--- src/hdl/pio_pkg.sv ---
package pio_pkg;

    // bus geometry: each register index takes one aligned 32-bit word
    localparam int PIO_ADDR_W = 6;
    localparam int PIO_IDX_W = 4;
    localparam int PIO_NPORT = 5;

    // register indices; byte address is four times the index
    localparam logic [3:0] IDX_PORT_A_DATA = 4'h0;
    localparam logic [3:0] IDX_PORT_B_DATA = 4'h1;
    localparam logic [3:0] IDX_PORT_C_DATA = 4'h2;
    localparam logic [3:0] IDX_PORT_D_LEVELS = 4'h3;
    localparam logic [3:0] IDX_PORT_A_DIR = 4'h4;
    localparam logic [3:0] IDX_PORT_B_DIR = 4'h5;
    localparam logic [3:0] IDX_PORT_C_DIR = 4'h6;
    localparam logic [3:0] IDX_HOLE_0 = 4'h7;
    localparam logic [3:0] IDX_PORT_E_DATA = 4'h8;
    localparam logic [3:0] IDX_PORT_F_DATA = 4'h9;
    localparam logic [3:0] IDX_HOLE_1 = 4'hA;
    localparam logic [3:0] IDX_HOLE_2 = 4'hB;
    localparam logic [3:0] IDX_PORT_E_DIR = 4'hC;
    localparam logic [3:0] IDX_PORT_F_DIR = 4'hD;
    localparam logic [3:0] IDX_LAST = 4'hD;

    // per-port tables, slot order A, B, C, E, F (slot 0 is port A)
    localparam logic [4:0][3:0] PIO_DATA_IDX = {IDX_PORT_F_DATA, IDX_PORT_E_DATA,
        IDX_PORT_C_DATA, IDX_PORT_B_DATA, IDX_PORT_A_DATA};
    localparam logic [4:0][3:0] PIO_DIR_IDX = {IDX_PORT_F_DIR, IDX_PORT_E_DIR,
        IDX_PORT_C_DIR, IDX_PORT_B_DIR, IDX_PORT_A_DIR};
    localparam logic [4:0][7:0] PIO_MASK = {8'h3F, 8'hFF, 8'h7F, 8'hFF, 8'hFF};
    localparam logic [7:0] PIO_D_MASK = 8'h7F;
    localparam logic [7:0] PIO_DIR_RESET = 8'h00;

    // bus responses
    localparam logic [1:0] PIO_RESP_OKAY = 2'b00;
    localparam logic [1:0] PIO_RESP_SLVERR = 2'b10;

    // the 37 two-way pins, one field per port at its real width
    typedef struct packed {
        logic [7:0] a;
        logic [7:0] b;
        logic [6:0] c;
        logic [7:0] e;
        logic [5:0] f;
    } pio_pins_s;

endpackage : pio_pkg

--- src/hdl/pio_ports.sv ---
`timescale 1ns/10ps
// Overview of operation
// RULE1 - six ports: thirty-seven two-way pins plus seven input-only pins
// RULE2 - port A is eight bits, one latch and one direction bit per pin
// RULE3 - port A latches are read/write, untouched by reset, undefined at power-up
// RULE4 - direction 1 drives the latched value, 0 leaves the pin floating
// RULE5 - reset clears all port A direction bits, every pin an input
// RULE6 - output pins read back their latch value at the data address
// RULE7 - input pins read back the level present on the pin
// RULE8 - data writes always reach the latch, whatever the direction
// RULE9 - software should load the latch before turning a pin to output
// RULE10 - data latches at A 0, B 1, C 2, E 8, F 9, reset-proof
// RULE11 - direction registers at A 4, B 5, C 6, E C, F D, reset to 0
// RULE12 - port D at 3: seven input bits, bit 7 reads 0, writes ignored
// RULE13 - port C data and direction implement bits 6..0, bit 7 reads 0
// RULE14 - port F data and direction implement bits 5..0, bits 7..6 read 0
// RULE15 - small package: software sets C1, E0-E2, F0-F3 as outputs
// RULE16 - holes at 7, A and B ignore writes and read zero
module pio_ports
    import pio_pkg::*;
(
    // clock and reset
    input wire logic clk,
    input wire logic rst,
    // axi4-lite write address and data
    input wire logic [PIO_ADDR_W-1:0] s_axi_awaddr,
    input wire logic [2:0] s_axi_awprot,
    input wire logic s_axi_awvalid,
    output logic s_axi_awready,
    input wire logic [31:0] s_axi_wdata,
    input wire logic [3:0] s_axi_wstrb,
    input wire logic s_axi_wvalid,
    output logic s_axi_wready,
    // axi4-lite write response
    output logic [1:0] s_axi_bresp,
    output logic s_axi_bvalid,
    input wire logic s_axi_bready,
    // axi4-lite read
    input wire logic [PIO_ADDR_W-1:0] s_axi_araddr,
    input wire logic [2:0] s_axi_arprot,
    input wire logic s_axi_arvalid,
    output logic s_axi_arready,
    output logic [31:0] s_axi_rdata,
    output logic [1:0] s_axi_rresp,
    output logic s_axi_rvalid,
    input wire logic s_axi_rready,
    // two-way pins of ports A, B, C, E, F; 37 two-way plus 7 input pins (see RULE1)
    input wire pio_pins_s pin_in,
    output pio_pins_s pin_out,
    output pio_pins_s pin_oe_n,
    // input-only port D
    input wire logic [6:0] port_d_in
);

    // write channel state
    logic aw_held_q;
    logic [PIO_ADDR_W-1:0] awaddr_q;
    logic w_held_q;
    logic [31:0] wdata_q;
    logic [3:0] wstrb_q;
    logic bvalid_q;
    logic [1:0] bresp_q;
    // read channel state
    logic rvalid_q;
    logic [31:0] rdata_q;
    logic [1:0] rresp_q;
    // per-port storage, slot order A, B, C, E, F
    logic [7:0] latch_q [PIO_NPORT];
    logic [7:0] dir_q [PIO_NPORT];
    logic [4:0][7:0] pin_lvl;
    logic [4:0][7:0] rd_view;
    logic [4:0][7:0] lat_vec;
    logic [4:0][7:0] dir_vec;
    logic [7:0] rd_mux;

    // handshake decode; one write in flight, response must drain first
    wire aw_take = s_axi_awvalid && s_axi_awready;
    wire w_take = s_axi_wvalid && s_axi_wready;
    wire have_aw = aw_held_q || aw_take;
    wire have_w = w_held_q || w_take;
    wire wr_fire = have_aw && have_w && !bvalid_q;
    wire [PIO_ADDR_W-1:0] wr_addr = aw_held_q ? awaddr_q : s_axi_awaddr;
    wire [31:0] wr_data = w_held_q ? wdata_q : s_axi_wdata;
    wire [3:0] wr_strb = w_held_q ? wstrb_q : s_axi_wstrb;
    wire [PIO_IDX_W-1:0] wr_idx = wr_addr[PIO_ADDR_W-1:2];
    wire wr_in_range = wr_idx <= IDX_LAST;
    // only lane 0 carries register bits; a write without it changes nothing
    wire wr_en = wr_fire && wr_in_range && wr_strb[0];
    wire ar_take = s_axi_arvalid && s_axi_arready;
    wire [PIO_IDX_W-1:0] rd_idx = s_axi_araddr[PIO_ADDR_W-1:2];
    wire rd_in_range = rd_idx <= IDX_LAST;

    assign s_axi_awready = !aw_held_q && !bvalid_q;
    assign s_axi_wready = !w_held_q && !bvalid_q;
    assign s_axi_bvalid = bvalid_q;
    assign s_axi_bresp = bresp_q;
    assign s_axi_arready = !rvalid_q;
    assign s_axi_rvalid = rvalid_q;
    assign s_axi_rdata = rdata_q;
    assign s_axi_rresp = rresp_q;

    // pin struct to slot vectors and back
    assign pin_lvl = {{2'b00, pin_in.f}, pin_in.e, {1'b0, pin_in.c}, pin_in.b, pin_in.a};
    assign pin_out = {lat_vec[0], lat_vec[1], lat_vec[2][6:0], lat_vec[3], lat_vec[4][5:0]};
    // oe_n low while driving: direction 1 enables the buffer (see RULE4)
    assign pin_oe_n = ~{dir_vec[0], dir_vec[1], dir_vec[2][6:0], dir_vec[3], dir_vec[4][5:0]};

    // address and data capture; aw and w may arrive in either order
    always_ff @(posedge clk or posedge rst) begin
        if (rst) begin
            aw_held_q <= 1'b0;
            w_held_q <= 1'b0;
            awaddr_q <= '0;
            wdata_q <= 32'h0000_0000;
            wstrb_q <= 4'h0;
        end else begin
            aw_held_q <= have_aw && !wr_fire;
            w_held_q <= have_w && !wr_fire;
            if (aw_take) begin
                awaddr_q <= s_axi_awaddr;
            end
            if (w_take) begin
                wdata_q <= s_axi_wdata;
                wstrb_q <= s_axi_wstrb;
            end
        end
    end

    // write response; holes answer okay, beyond the map is an error
    always_ff @(posedge clk or posedge rst) begin
        if (rst) begin
            bvalid_q <= 1'b0;
            bresp_q <= PIO_RESP_OKAY;
        end else if (wr_fire) begin
            bvalid_q <= 1'b1;
            bresp_q <= wr_in_range ? PIO_RESP_OKAY : PIO_RESP_SLVERR;
        end else if (s_axi_bready) begin
            bvalid_q <= 1'b0;
        end
    end

    // one generate slot per two-way port; slot 0 is the eight-bit port A (see RULE2)
    for (genvar p = 0; p < PIO_NPORT; p++) begin : g_port
        wire hit_data = wr_en && (wr_idx == PIO_DATA_IDX[p]);
        wire hit_dir = wr_en && (wr_idx == PIO_DIR_IDX[p]);

        // latch has no reset on purpose: it keeps its value through reset
        always_ff @(posedge clk) begin
            if (hit_data) begin
                latch_q[p] <= wr_data[7:0] & PIO_MASK[p]; // see RULE8 see RULE3
            end
        end

        // direction clears on reset, every pin an input
        always_ff @(posedge clk or posedge rst) begin
            if (rst) begin
                dir_q[p] <= PIO_DIR_RESET; // see RULE5 see RULE11
            end else if (hit_dir) begin
                dir_q[p] <= wr_data[7:0] & PIO_MASK[p]; // see RULE13 see RULE14
            end
        end

        assign lat_vec[p] = latch_q[p];
        assign dir_vec[p] = dir_q[p];
        // outputs read their latch, inputs read the pin (see RULE6 see RULE7)
        assign rd_view[p] = ((dir_q[p] & latch_q[p]) | (~dir_q[p] & pin_lvl[p])) & PIO_MASK[p];
    end

    // read decode; holes and unused bits read zero (see RULE16 see RULE10)
    always_comb begin
        if (rd_idx == IDX_PORT_A_DATA) begin
            rd_mux = rd_view[0];
        end else if (rd_idx == IDX_PORT_B_DATA) begin
            rd_mux = rd_view[1];
        end else if (rd_idx == IDX_PORT_C_DATA) begin
            rd_mux = rd_view[2];
        end else if (rd_idx == IDX_PORT_D_LEVELS) begin
            rd_mux = {1'b0, port_d_in} & PIO_D_MASK; // see RULE12
        end else if (rd_idx == IDX_PORT_A_DIR) begin
            rd_mux = dir_q[0];
        end else if (rd_idx == IDX_PORT_B_DIR) begin
            rd_mux = dir_q[1];
        end else if (rd_idx == IDX_PORT_C_DIR) begin
            rd_mux = dir_q[2];
        end else if (rd_idx == IDX_PORT_E_DATA) begin
            rd_mux = rd_view[3];
        end else if (rd_idx == IDX_PORT_F_DATA) begin
            rd_mux = rd_view[4];
        end else if (rd_idx == IDX_PORT_E_DIR) begin
            rd_mux = dir_q[3];
        end else if (rd_idx == IDX_PORT_F_DIR) begin
            rd_mux = dir_q[4];
        end else begin
            rd_mux = 8'h00;
        end
    end

    // read answer one cycle after the address is taken
    always_ff @(posedge clk or posedge rst) begin
        if (rst) begin
            rvalid_q <= 1'b0;
            rdata_q <= 32'h0000_0000;
            rresp_q <= PIO_RESP_OKAY;
        end else if (ar_take) begin
            rvalid_q <= 1'b1;
            rdata_q <= {24'h00_0000, rd_mux};
            rresp_q <= rd_in_range ? PIO_RESP_OKAY : PIO_RESP_SLVERR;
        end else if (s_axi_rready) begin
            rvalid_q <= 1'b0;
        end
    end

endmodule : pio_ports

--- config.mk ---
export PLATFORM = sky130hd
export DESIGN_NAME = pio_ports
export DESIGN_NICKNAME = d
export VERILOG_FILES = /design/src/hdl/pio_pkg.sv /design/src/hdl/pio_ports.sv
export SDC_FILE = /design/constraint.sdc
export NUM_CORES = 1
export LEC_CHECK = 0
export BUFFER_PORTS_ARGS = -buffer_cell sky130_fd_sc_hd__buf_2
export CORE_MARGIN = 2
export CORE_UTILIZATION = 44
export CTS_CLUSTER_SIZE = 25
export DETAILED_ROUTE_END_ITERATION = 16
export PLACE_DENSITY = 0.77
export SYNTH_ARGS = -nofsm -noshare
export SYNTH_HDL_FRONTEND = slang
export SYNTH_SLANG_ARGS = --single-unit
--- constraint.sdc ---
create_clock -name clk -period 1.7 [get_ports clk]
set_clock_uncertainty 0.1 [all_clocks]
set_input_delay 0.085 -clock clk [delete_from_list [all_inputs] [get_ports clk]]
set_output_delay 0.085 -clock clk [all_outputs]
set_load 0.02 [all_outputs]
Word-level counts from Yosys, hierarchy flattened
Memory sizes are Yosys's and may differ from the RTL's.
Cells that the tools add are included.

cells by class
  bitwise operators = 21
  eq/ne operators = 19
  mux-type cells = 42
  multipliers = 0
  reductions and logical operators = 36
  divide/modulo/power cells = 0
  order comparisons = 2
  shifts and indexed selects = 0
  add/sub/neg operators = 0

operators by type and width
  cell                  count
  $mux W8               15
  $and A8 B8 Y8         6
  $not A37 Y37          1
  $eq A4 B4 Y1 const B  8
  $reduce_or A8 Y1      4
  $eq A4 B3 Y1 const B  6
  $not A8 Y8            3
  $or A8 B8 Y8          3
  $logic_and A1 B1 Y1   21
  $mux W1               19
  $and A7 B7 Y7         2
  $and A6 B6 Y6         2
  $eq A4 B2 Y1 const B  3
  $mux W3               4
  $mux W6               2
  $eq A4 B1 Y1 const B  2
  $le A4 B4 Y1 const B  2
  $logic_not A4 Y1      2
  $not A7 Y7            1
  $or A7 B7 Y7          1
  $not A6 Y6            1
  $or A6 B6 Y6          1
  $logic_not A1 Y1      5
  $mux W2               2
  other kinds (2)       4

word-level totals
  latch bits = 0
  register bits = 68
  memories = 1
  memory bits (writable) = 40
  ROM bits = 0
  input bits = 105
  output and inout bits = 115

memories
  name     depth  width  read ports  clocked after memory_dff  wr ports  RTL line         text
  latch_q  5      8      5           0                         1         pio_ports.sv:68  logic [7:0] latch_q [PIO_NPORT];

Longest topological paths before layout
Gate-level depths: netlist of the first run.

  depth in word-level cells = 16
  gate-level depth with buffers = 8

Worst setup path after synthesis of the first run
No wires, ideal clock.

  path kind = reg-to-reg
  from = register bvalid_q, in the netlist s_axi_bvalid
  to = memory latch_q[1][2], in the netlist latch_q[0][10], enable pin
  required time = 1.230 ns
  buffers on the path = 0
  data arrival time = 1.488 ns
  cell stages (with the launch flop) = 5
  setup time = 0.370 ns
  slack = -0.258 ns
  cell sequence = dfrtp_1 o21bai_4 nor3_4 o21ai_0 nor2_1

on the way
  cells in the longest elaborated chain, start to end = 16
  elaborated cells on any way between the ends = 38
  classes of those cells = mux: 18; reduce/logical: 20

RTL lines
  item                                                       RTL line                                           text
  start, declared                                            pio_ports.sv:61                                    logic bvalid_q;
  start signal, assigned                                     pio_ports.sv:132                                   bvalid_q <= 1'b0;
  start signal, assigned                                     pio_ports.sv:135                                   bvalid_q <= 1'b1;
  start signal, assigned                                     pio_ports.sv:138                                   bvalid_q <= 1'b0;
  $logic_not A1 Y1 *                                         pio_ports.sv:81, pio_ports.sv:93, pio_ports.sv:94
  $logic_and A1 B1 Y1 (on tied branches)                     pio_ports.sv:93, pio_ports.sv:94
  $logic_and A1 B1 Y1 (on tied branches)                     pio_ports.sv:77, pio_ports.sv:78
  $logic_or A1 B1 Y1 (on tied branches)                      pio_ports.sv:79, pio_ports.sv:80
  $logic_and A1 B1 Y1                                        pio_ports.sv:81                                    wire wr_fire = have_aw && have_w && !bvalid_q;
  $logic_and A1 B1 Y1 *                                      pio_ports.sv:81
  $logic_and A1 B1 Y1 * (2 in a row)                         pio_ports.sv:88                                    wire wr_en = wr_fire && wr_in_range && wr_strb[0];
  $logic_and A1 B1 Y1 *                                      pio_ports.sv:144                                   wire hit_data = wr_en && (wr_idx == PIO_DATA_IDX[p]);
  named net g_port[1].hit_data                               pio_ports.sv:144
  $mux W1 *                                                  pio_ports.sv:149                                   if (hit_data) begin
  $mux W1 (not written as such) *                            pio_ports.sv:150                                   latch_q[p] <= wr_data[7:0] & PIO_MASK[p];
  $reduce_or A8 Y1 (no line)                                 -
  $mux W3 (no line) or $mux W1 (tied branches) (4 in a row)  -
  end, declared                                              pio_ports.sv:68

The timed path passes the listed nets; every way through them passes the cells marked *.

Worst setup path in the final report of the first run
  from = register aw_held_q
  to = register dir_q[19] in the netlist's numbering

on the way
  cells in the longest elaborated chain, start to end = 9
  elaborated cells on any way between the ends = 12
  classes of those cells = order compare: 1; eq/ne: 1; mux: 1; reduce/logical: 9

RTL lines
  item                                                  RTL line          text
  start, declared                                       pio_ports.sv:56   logic aw_held_q;
  start signal, assigned                                pio_ports.sv:117  aw_held_q <= have_aw && !wr_fire;
  branches (longest 8 deep; another with $le A4 B4 Y1)  -
  $logic_and A1 B1 Y1 *                                 pio_ports.sv:145  wire hit_dir = wr_en && (wr_idx == PIO_DIR_IDX[p]);
  end signal, assigned by index                         pio_ports.sv:159  dir_q[p] <= wr_data[7:0] & PIO_MASK[p];
  end, declared                                         pio_ports.sv:69   logic [7:0] dir_q [PIO_NPORT];

Every way passes the cells marked *.
A chain may end at the register's enable or synchronous reset.

==> results.json, run 1 <==
{
  "critical_path.max_stage_delay_ns": 0.43,
  "nNetsFinal": 823,
  "dp_worst_setup_slack_ns": -0.295,
  "worstPathCellList": "buf_4, and3b_1, o21ai_4, mux2_2",
  "critical_path_required_ns": 1.83,
  "synthCells": 501,
  "fill_cells": 967,
  "die_area_um2": 13100,
  "failed_checks": "negative setup slack",
  "cts_tree": "yes",
  "route.detailed.wl_per_inst_um": 19.9,
  "ctsLongestPathBuffers": 2,
  "total_power_uw": 9800,
  "seq_area_frac_synth_pct": 50.5,
  "grt_pass1_wl_mm": 26.0,
  "post_synth_num_cell_types": 57,
  "grt_pass1_vias": 4971,
  "track_usage_pct": 26.2,
  "gp_congestion": 0.882,
  "drcViolationCount": 0,
  "grt_start_max_net_pins": 27,
  "port_buffers": 156,
  "max_transition_viols_final": 0,
  "finalSetupViolCount": 47,
  "seqCellArea_um2": 2720,
  "chipWidth_um": 115,
  "io_pins": 220,
  "viasPerCell": 5.53,
  "powerDensity_nw_per_um2": 1340,
  "die_y_um": 115,
  "maxCapViolations": 0,
  "finalWirelength_mm": 17.3,
  "numCtsBuffers": 9,
  "multi_input_area_um2": 2450,
  "clock-root-buffer": "clkbuf_16",
  "synth-seq-cells": 101,
  "min_path_type": "primary input to register",
  "vias": 4813,
  "synth.avg_cell_area_um2": 10.7,
  "setup_total_negative_slack_ns": -1.75,
  "relSlewSlack_pct": 66.6,
  "yosysWarningCount": 0,
  "vdd_drop_max_mv": 0.912,
  "timing.critical_path.arrival_ns": 1.94,
  "prevailing_post_synth_register_cell": "dfrtp_1",
  "detailed_place_hpwl_mm": 12.5,
  "synth.cell_area_um2": 5380,
  "synth-edff-count": 37,
  "timing.setup.critical_path_class": "register to register",
  "fp-row-count": 40,
  "clk_pin_slew_worst_paths_ns": 0.07,
  "post-synth-top-count-cell": "dfrtp_1",
  "run_status": "finished, violations left",
  "timing_worst_slew_pin_value_ns": 0.497,
  "post_synth_main_area_contributors": "dfrtp_1 30%, edfxtp_1 21%, mux2_2 11%",
  "netlist.area_leader.share_pct": 29.8,
  "crit_path_top_delay_cell": "dfrtp_2",
  "worst-r2r-setup-slack_ns": -0.11,
  "first_iter_violations": 304,
  "floorplan.initialDensity_pct": 44.9,
  "setup.worst_path.start_class": "register",
  "count_of_clock_tree_sinks": 101,
  "synth.cells.most_frequent": "64 x dfrtp_1, 51 x mux2_2, 49 x a21oi_1",
  "fraction_of_layout_instances_using_a_drive_strength_above_1_pct": 44.0,
  "worst-path-max-fanout": 7,
  "dominant_cell_type_by_area_after_synthesis": "dfrtp_1",
  "max_freq_ghz": 0.552,
  "grt_setup_unrepaired": "yes",
  "p_leak_uw": 0.00334,
  "floorplan.core_area_um2": 12000,
  "finalCoreUtilization_pct": 61.0,
  "area_growth_pct": 35.7,
  "final.min_clock_period_ns": 1.81,
  "postSynth.asyncResetShare_pct": 63.4,
  "clock_latency_ns": 0.35,
  "postLayoutSetupSlackWorst_ns": -0.111,
  "grt_antenna_before_repair": 0,
  "global_route.overflow_total": 0,
  "final_min_period_over_clock_period_pct": 107,
  "ctsHtreeMaxLevel": 3,
  "hold_violations": 0,
  "critical_path.endpoint_type": "register",
  "antenna_left": 0,
  "drt_pass_1_iters": 5,
  "number_of_antenna_diodes": 0
}
==> layer usage <==
| layer | routed length, um | up-vias | track usage (%) |
|---|---|---|---|
| met5 | 0 | - | 0 |
| met4 | 492 | 0 | 11.4 |
| met3 | 1620 | 45 | 5.77 |
| met2 | 8550 | 302 | 43.9 |
| met1 | 6660 | 2302 | 32.7 |
| li1 | - | 2164 | - |
==> path summary, 6_finish.rpt <==
kind | cells after the start | to | from
min | 5 | s_axi_rdata[2]$_DFFE_PP0P_ | port_d_in[2]
max | 4 | dir_q[19]$_DFFE_PP0P_ | aw_held_q$_DFF_PP0_
min reg2reg | 2 | s_axi_bresp[1]$_DFFE_PP0P_ | s_axi_bresp[1]$_DFFE_PP0P_
max in group asynchronous | 4 | dir_q[4]$_DFFE_PP0P_ | rst
min in group asynchronous | 3 | dir_q[14]$_DFFE_PP0P_ | rst
max reg2reg | 4 | dir_q[19]$_DFFE_PP0P_ | aw_held_q$_DFF_PP0_
==> cell usage in the layout, fill, tap and decap left out, drive strengths merged, types with 3 or more instances in the layout <==
cell,instances
nor3,9
dlygate4sd3,16
mux2,52
nand3,4
o21ai,33
o21a,4
conb,26
a22oi,4
a21oi,49
nand2,21
dfrtp,64
nor2b,8
nor2,34
edfxtp,37
o22ai,6
inv,41
clkbuf,13
mux2i,27
nor3b,3
nand2b,15
buf,214
==> per-stage QoR <==
step	area (um^2)	hold slack, ns	instances
2_1_floorplan	5510	0.0778	526
3_3_place_gp	6560	0.0174	828
3_5_place_dp	6560	0.0212	828
4_1_cts	7190	0.0376	867
5_1_grt	7290	0.0662	870
6_report	7290	0.0435	870
==> cell type report <==
type | count | area share (%)
clock buffer | 13 | 3.70
sequential | 101 | 37.2
timing repair buffer | 230 | 20.1
multi-input combinational | 334 | 33.6
tap | 147 | 2.52
clock inverter | 3 | 0.583
inverter | 42 | 2.21
==> sequential cells by signal, summed over array words and instances (netlist names), 4 cells and up <==
name / count
latch_q: 37
s_axi_rdata: 8
wdata_q: 8
awaddr_q: 4
dir_q: 37
==> critical path, delay by kind of cell (launching register included) <==
| kind | cells | cell delay [ns] |
|---|---|---|
| AO/OA/AOI/OAI | 1 | 0.38 |
| buffers and inverters | 1 | 0.16 |
| flip-flops | 1 | 0.43 |
| multiplexers | 1 | 0.39 |
| AND/OR/NAND/NOR | 1 | 0.22 |
==> timing repair <==
| item | 4_1_cts | 5_1_grt |
|---|---|---|
| endpoints found under the hold margin | 55 | 0 |
| buffers inserted | 7 | 3 |
| pin swaps | 7 | 8 |
| gates cloned | 0 | 0 |
| gates resized for setup | 27 | 21 |
| setup endpoints to repair | 75 | 81 |
| hold buffers | 16 | 0 |
==> report_power, final <==
part	leakage [uW]	switching (uW)	total, uW	internal (uW)
combinational	0.00209	2220	3910	1690
clock	0.000152	879	2140	1260
sequential	0.00110	565	3760	3190
==> cells by family (layout without fill, tap and decap cells) <==
logic type / count (synthesis) / after routing / share of synthesized area [%]
DFF: 101 / 101 / 50.5
buffers and inverters: 91 / 288 / 9.08
and+or+nand+nor: 108 / 108 / 10.9
other: 1 / 26 / 0.0697
muxes: 79 / 79 / 15.9
AOI/OAI and AO/OA: 121 / 121 / 13.6
Note: power is estimated with default switching activity, not from simulation.
==> run 2: changes to the inputs <==
--- a/config.mk
+++ b/config.mk
@@ -6,10 +6,12 @@
 export NUM_CORES = 1
 export LEC_CHECK = 0
 export BUFFER_PORTS_ARGS = -buffer_cell sky130_fd_sc_hd__buf_2
+export CORE_ASPECT_RATIO = 0.9
 export CORE_MARGIN = 2
 export CORE_UTILIZATION = 44
 export CTS_CLUSTER_SIZE = 25
 export DETAILED_ROUTE_END_ITERATION = 16
+export GPL_TIMING_DRIVEN = 1
 export PLACE_DENSITY = 0.77
 export SYNTH_ARGS = -nofsm -noshare
 export SYNTH_HDL_FRONTEND = slang
==> results.json, run 2 (synthesis results as in run 1) <==
{
  "run_status": "finished, violations left",
  "failed_checks": "negative setup slack",
  "global_route.overflow_total": 0,
  "finalWirelength_mm": 16.2,
  "timing.setup.critical_path_class": "register to register",
  "clk_pin_slew_worst_paths_ns": 0.07,
  "timing.critical_path.arrival_ns": 1.70,
  "nNetsFinal": 811,
  "final_min_period_over_clock_period_pct": 102,
  "clock_latency_ns": 0.35,
  "chipWidth_um": 121,
  "max_transition_viols_final": 0,
  "vdd_drop_max_mv": 0.927,
  "route.detailed.wl_per_inst_um": 18.6,
  "setup.worst_path.start_class": "register",
  "clock-root-buffer": "clkbuf_16",
  "hold_violations": 0,
  "drcViolationCount": 0,
  "critical_path_required_ns": 1.66,
  "p_leak_uw": 0.00327,
  "vias": 4765,
  "largestRegisters": "dir_q x37, latch_q x37",
  "min_path_type": "primary input to register",
  "design_area_um2": 7110,
  "grt_pass1_wl_mm": 24.4,
  "detailed_place_hpwl_mm": 12.3,
  "ctsHtreeMaxLevel": 3,
  "worst-path-max-fanout": 6,
  "post_layout_nonfiller_instances": 871,
  "number_of_antenna_diodes": 0,
  "io_pins": 220,
  "final.min_clock_period_ns": 1.73,
  "count_of_clock_tree_sinks": 101,
  "drt_pass_1_iters": 5,
  "commonest_non_fill_non_tap_cell_in_the_layout": "buf_2",
  "fp-row-count": 38,
  "numCtsBuffers": 9,
  "track_usage_pct": 24.3,
  "area_growth_pct": 32.2,
  "seqCellArea_um2": 2720,
  "post_dp_cell_area_um2": 6560,
  "powerDensity_nw_per_um2": 1330,
  "grt_pass1_vias": 4599,
  "numPlacedInstances": 838,
  "ctsLongestPathBuffers": 2,
  "max_freq_ghz": 0.576,
  "grt_setup_unrepaired": "yes",
  "cts_tree": "yes",
  "critical_path.endpoint_type": "register",
  "multi_input_area_um2": 2370,
  "floorplan.initialDensity_pct": 44.9,
  "viasPerCell": 5.47,
  "antenna_left": 0,
  "floorplan.core_area_um2": 12000,
  "setup_total_negative_slack_ns": -0.405,
  "mostFrequentLayoutCells": "156 x buf_2, 62 x dfrtp_1, 51 x mux2_2, 47 x a21oi_1, 41 x inv_1",
  "finalSetupViolCount": 20,
  "gp_congestion": 0.981,
  "grt_start_max_net_pins": 32,
  "port_buffers": 156,
  "timing_worst_slew_pin_value_ns": 0.595,
  "maxCapViolations": 0,
  "relSlewSlack_pct": 60.3,
  "first_iter_violations": 350,
  "die_y_um": 109,
  "postLayoutSetupSlackWorst_ns": -0.0349,
  "grt_antenna_before_repair": 0,
  "die_area_um2": 13100,
  "fraction_of_layout_instances_using_a_drive_strength_above_1_pct": 41.5,
  "fill_cells": 988
}
==> run 2: cell types whose count changed in the layout (fill, tap and decap cells not counted), sizes merged <==
cell,previous run,this run
buf,214,202
clkinv,1,0
inv,41,42
==> run 2: worst paths after layout <==
| path | start | endpoint | slack [ns] | depth (start not counted) |
|---|---|---|---|---|
| max | w_held_q$_DFF_PP0_ | latch_q[0][37]$_DFFE_PP_ | -0.03 | 6 |
| min | s_axi_wvalid | w_held_q$_DFF_PP0_ | 0.02 | 3 |
| max reg2reg | w_held_q$_DFF_PP0_ | latch_q[0][37]$_DFFE_PP_ | -0.03 | 6 |
| min reg2reg | s_axi_rdata[6]$_DFFE_PP0P_ | s_axi_rdata[6]$_DFFE_PP0P_ | 0.39 | 2 |
| max in group asynchronous | rst | dir_q[5]$_DFFE_PP0P_ | 0.69 | 4 |
| min in group asynchronous | rst | awaddr_q[3]$_DFFE_PP0P_ | 0.25 | 3 |
==> run 2: timing repair <==
| item | CTS | global route |
|---|---|---|
| endpoints found under the hold margin | 37 | 0 |
| setup endpoints to repair | 75 | 76 |
| hold buffers | 16 | 0 |
| pin swaps | 0 | 2 |
| gates resized for setup | 5 | 14 |
| gates cloned | 0 | 0 |
| setup buffers | 0 | 1 |
==> run 2: cell type report <==
type	instances	area share, %
clock buffer	13	3.68
clock inverter	3	0.616
inverter	42	2.27
multi-input combinational	334	33.3
sequential	101	38.2
tap	160	2.82
timing repair buffer	218	19.1
==> run 2: per-stage QoR <==
step / setup slack (ns) / hold slack [ns] / utilization, % / power [uW]
final: -0.0349 / 0.0214 / 59.3 / 9440
after global routing: -0.114 / 0.0714 / 59.3 / 9880
after CTS: -0.0430 / 0.0202 / 58.8 / 9350
after detailed placement: -0.154 / 0.0803 / 54.8 / 7180
after global placement: -0.107 / 0.0737 / 54.8 / 7050
after floorplan: -0.00447 / 0.0778 / - / 5950
==> run 2: power breakdown <==
part	internal (uW)	switching, uW
clock network	1230	888
registers	3190	604
logic	1540	1980
total	5970	3470
==> run 2: worst max-delay path, stage by stage, from the launching register on <==
cell and delay, ns:
dfrtp_1 0.42, mux2i_2 0.18, nor3_4 0.23, buf_4 0.16, nand2_1 0.08, nor2_2 0.15, buf_12 0.14
==> run 2: routing by layer <==
metal / vias up / share of wire, % / global-route usage [%]
li1: 2135 / - / -
met1: 2322 / 42 / 32.4
met2: 271 / 48 / 41.0
met3: 37 / 7.2 / 4.13
met4: 0 / 2.1 / 7.39
met5: - / 0 / 0
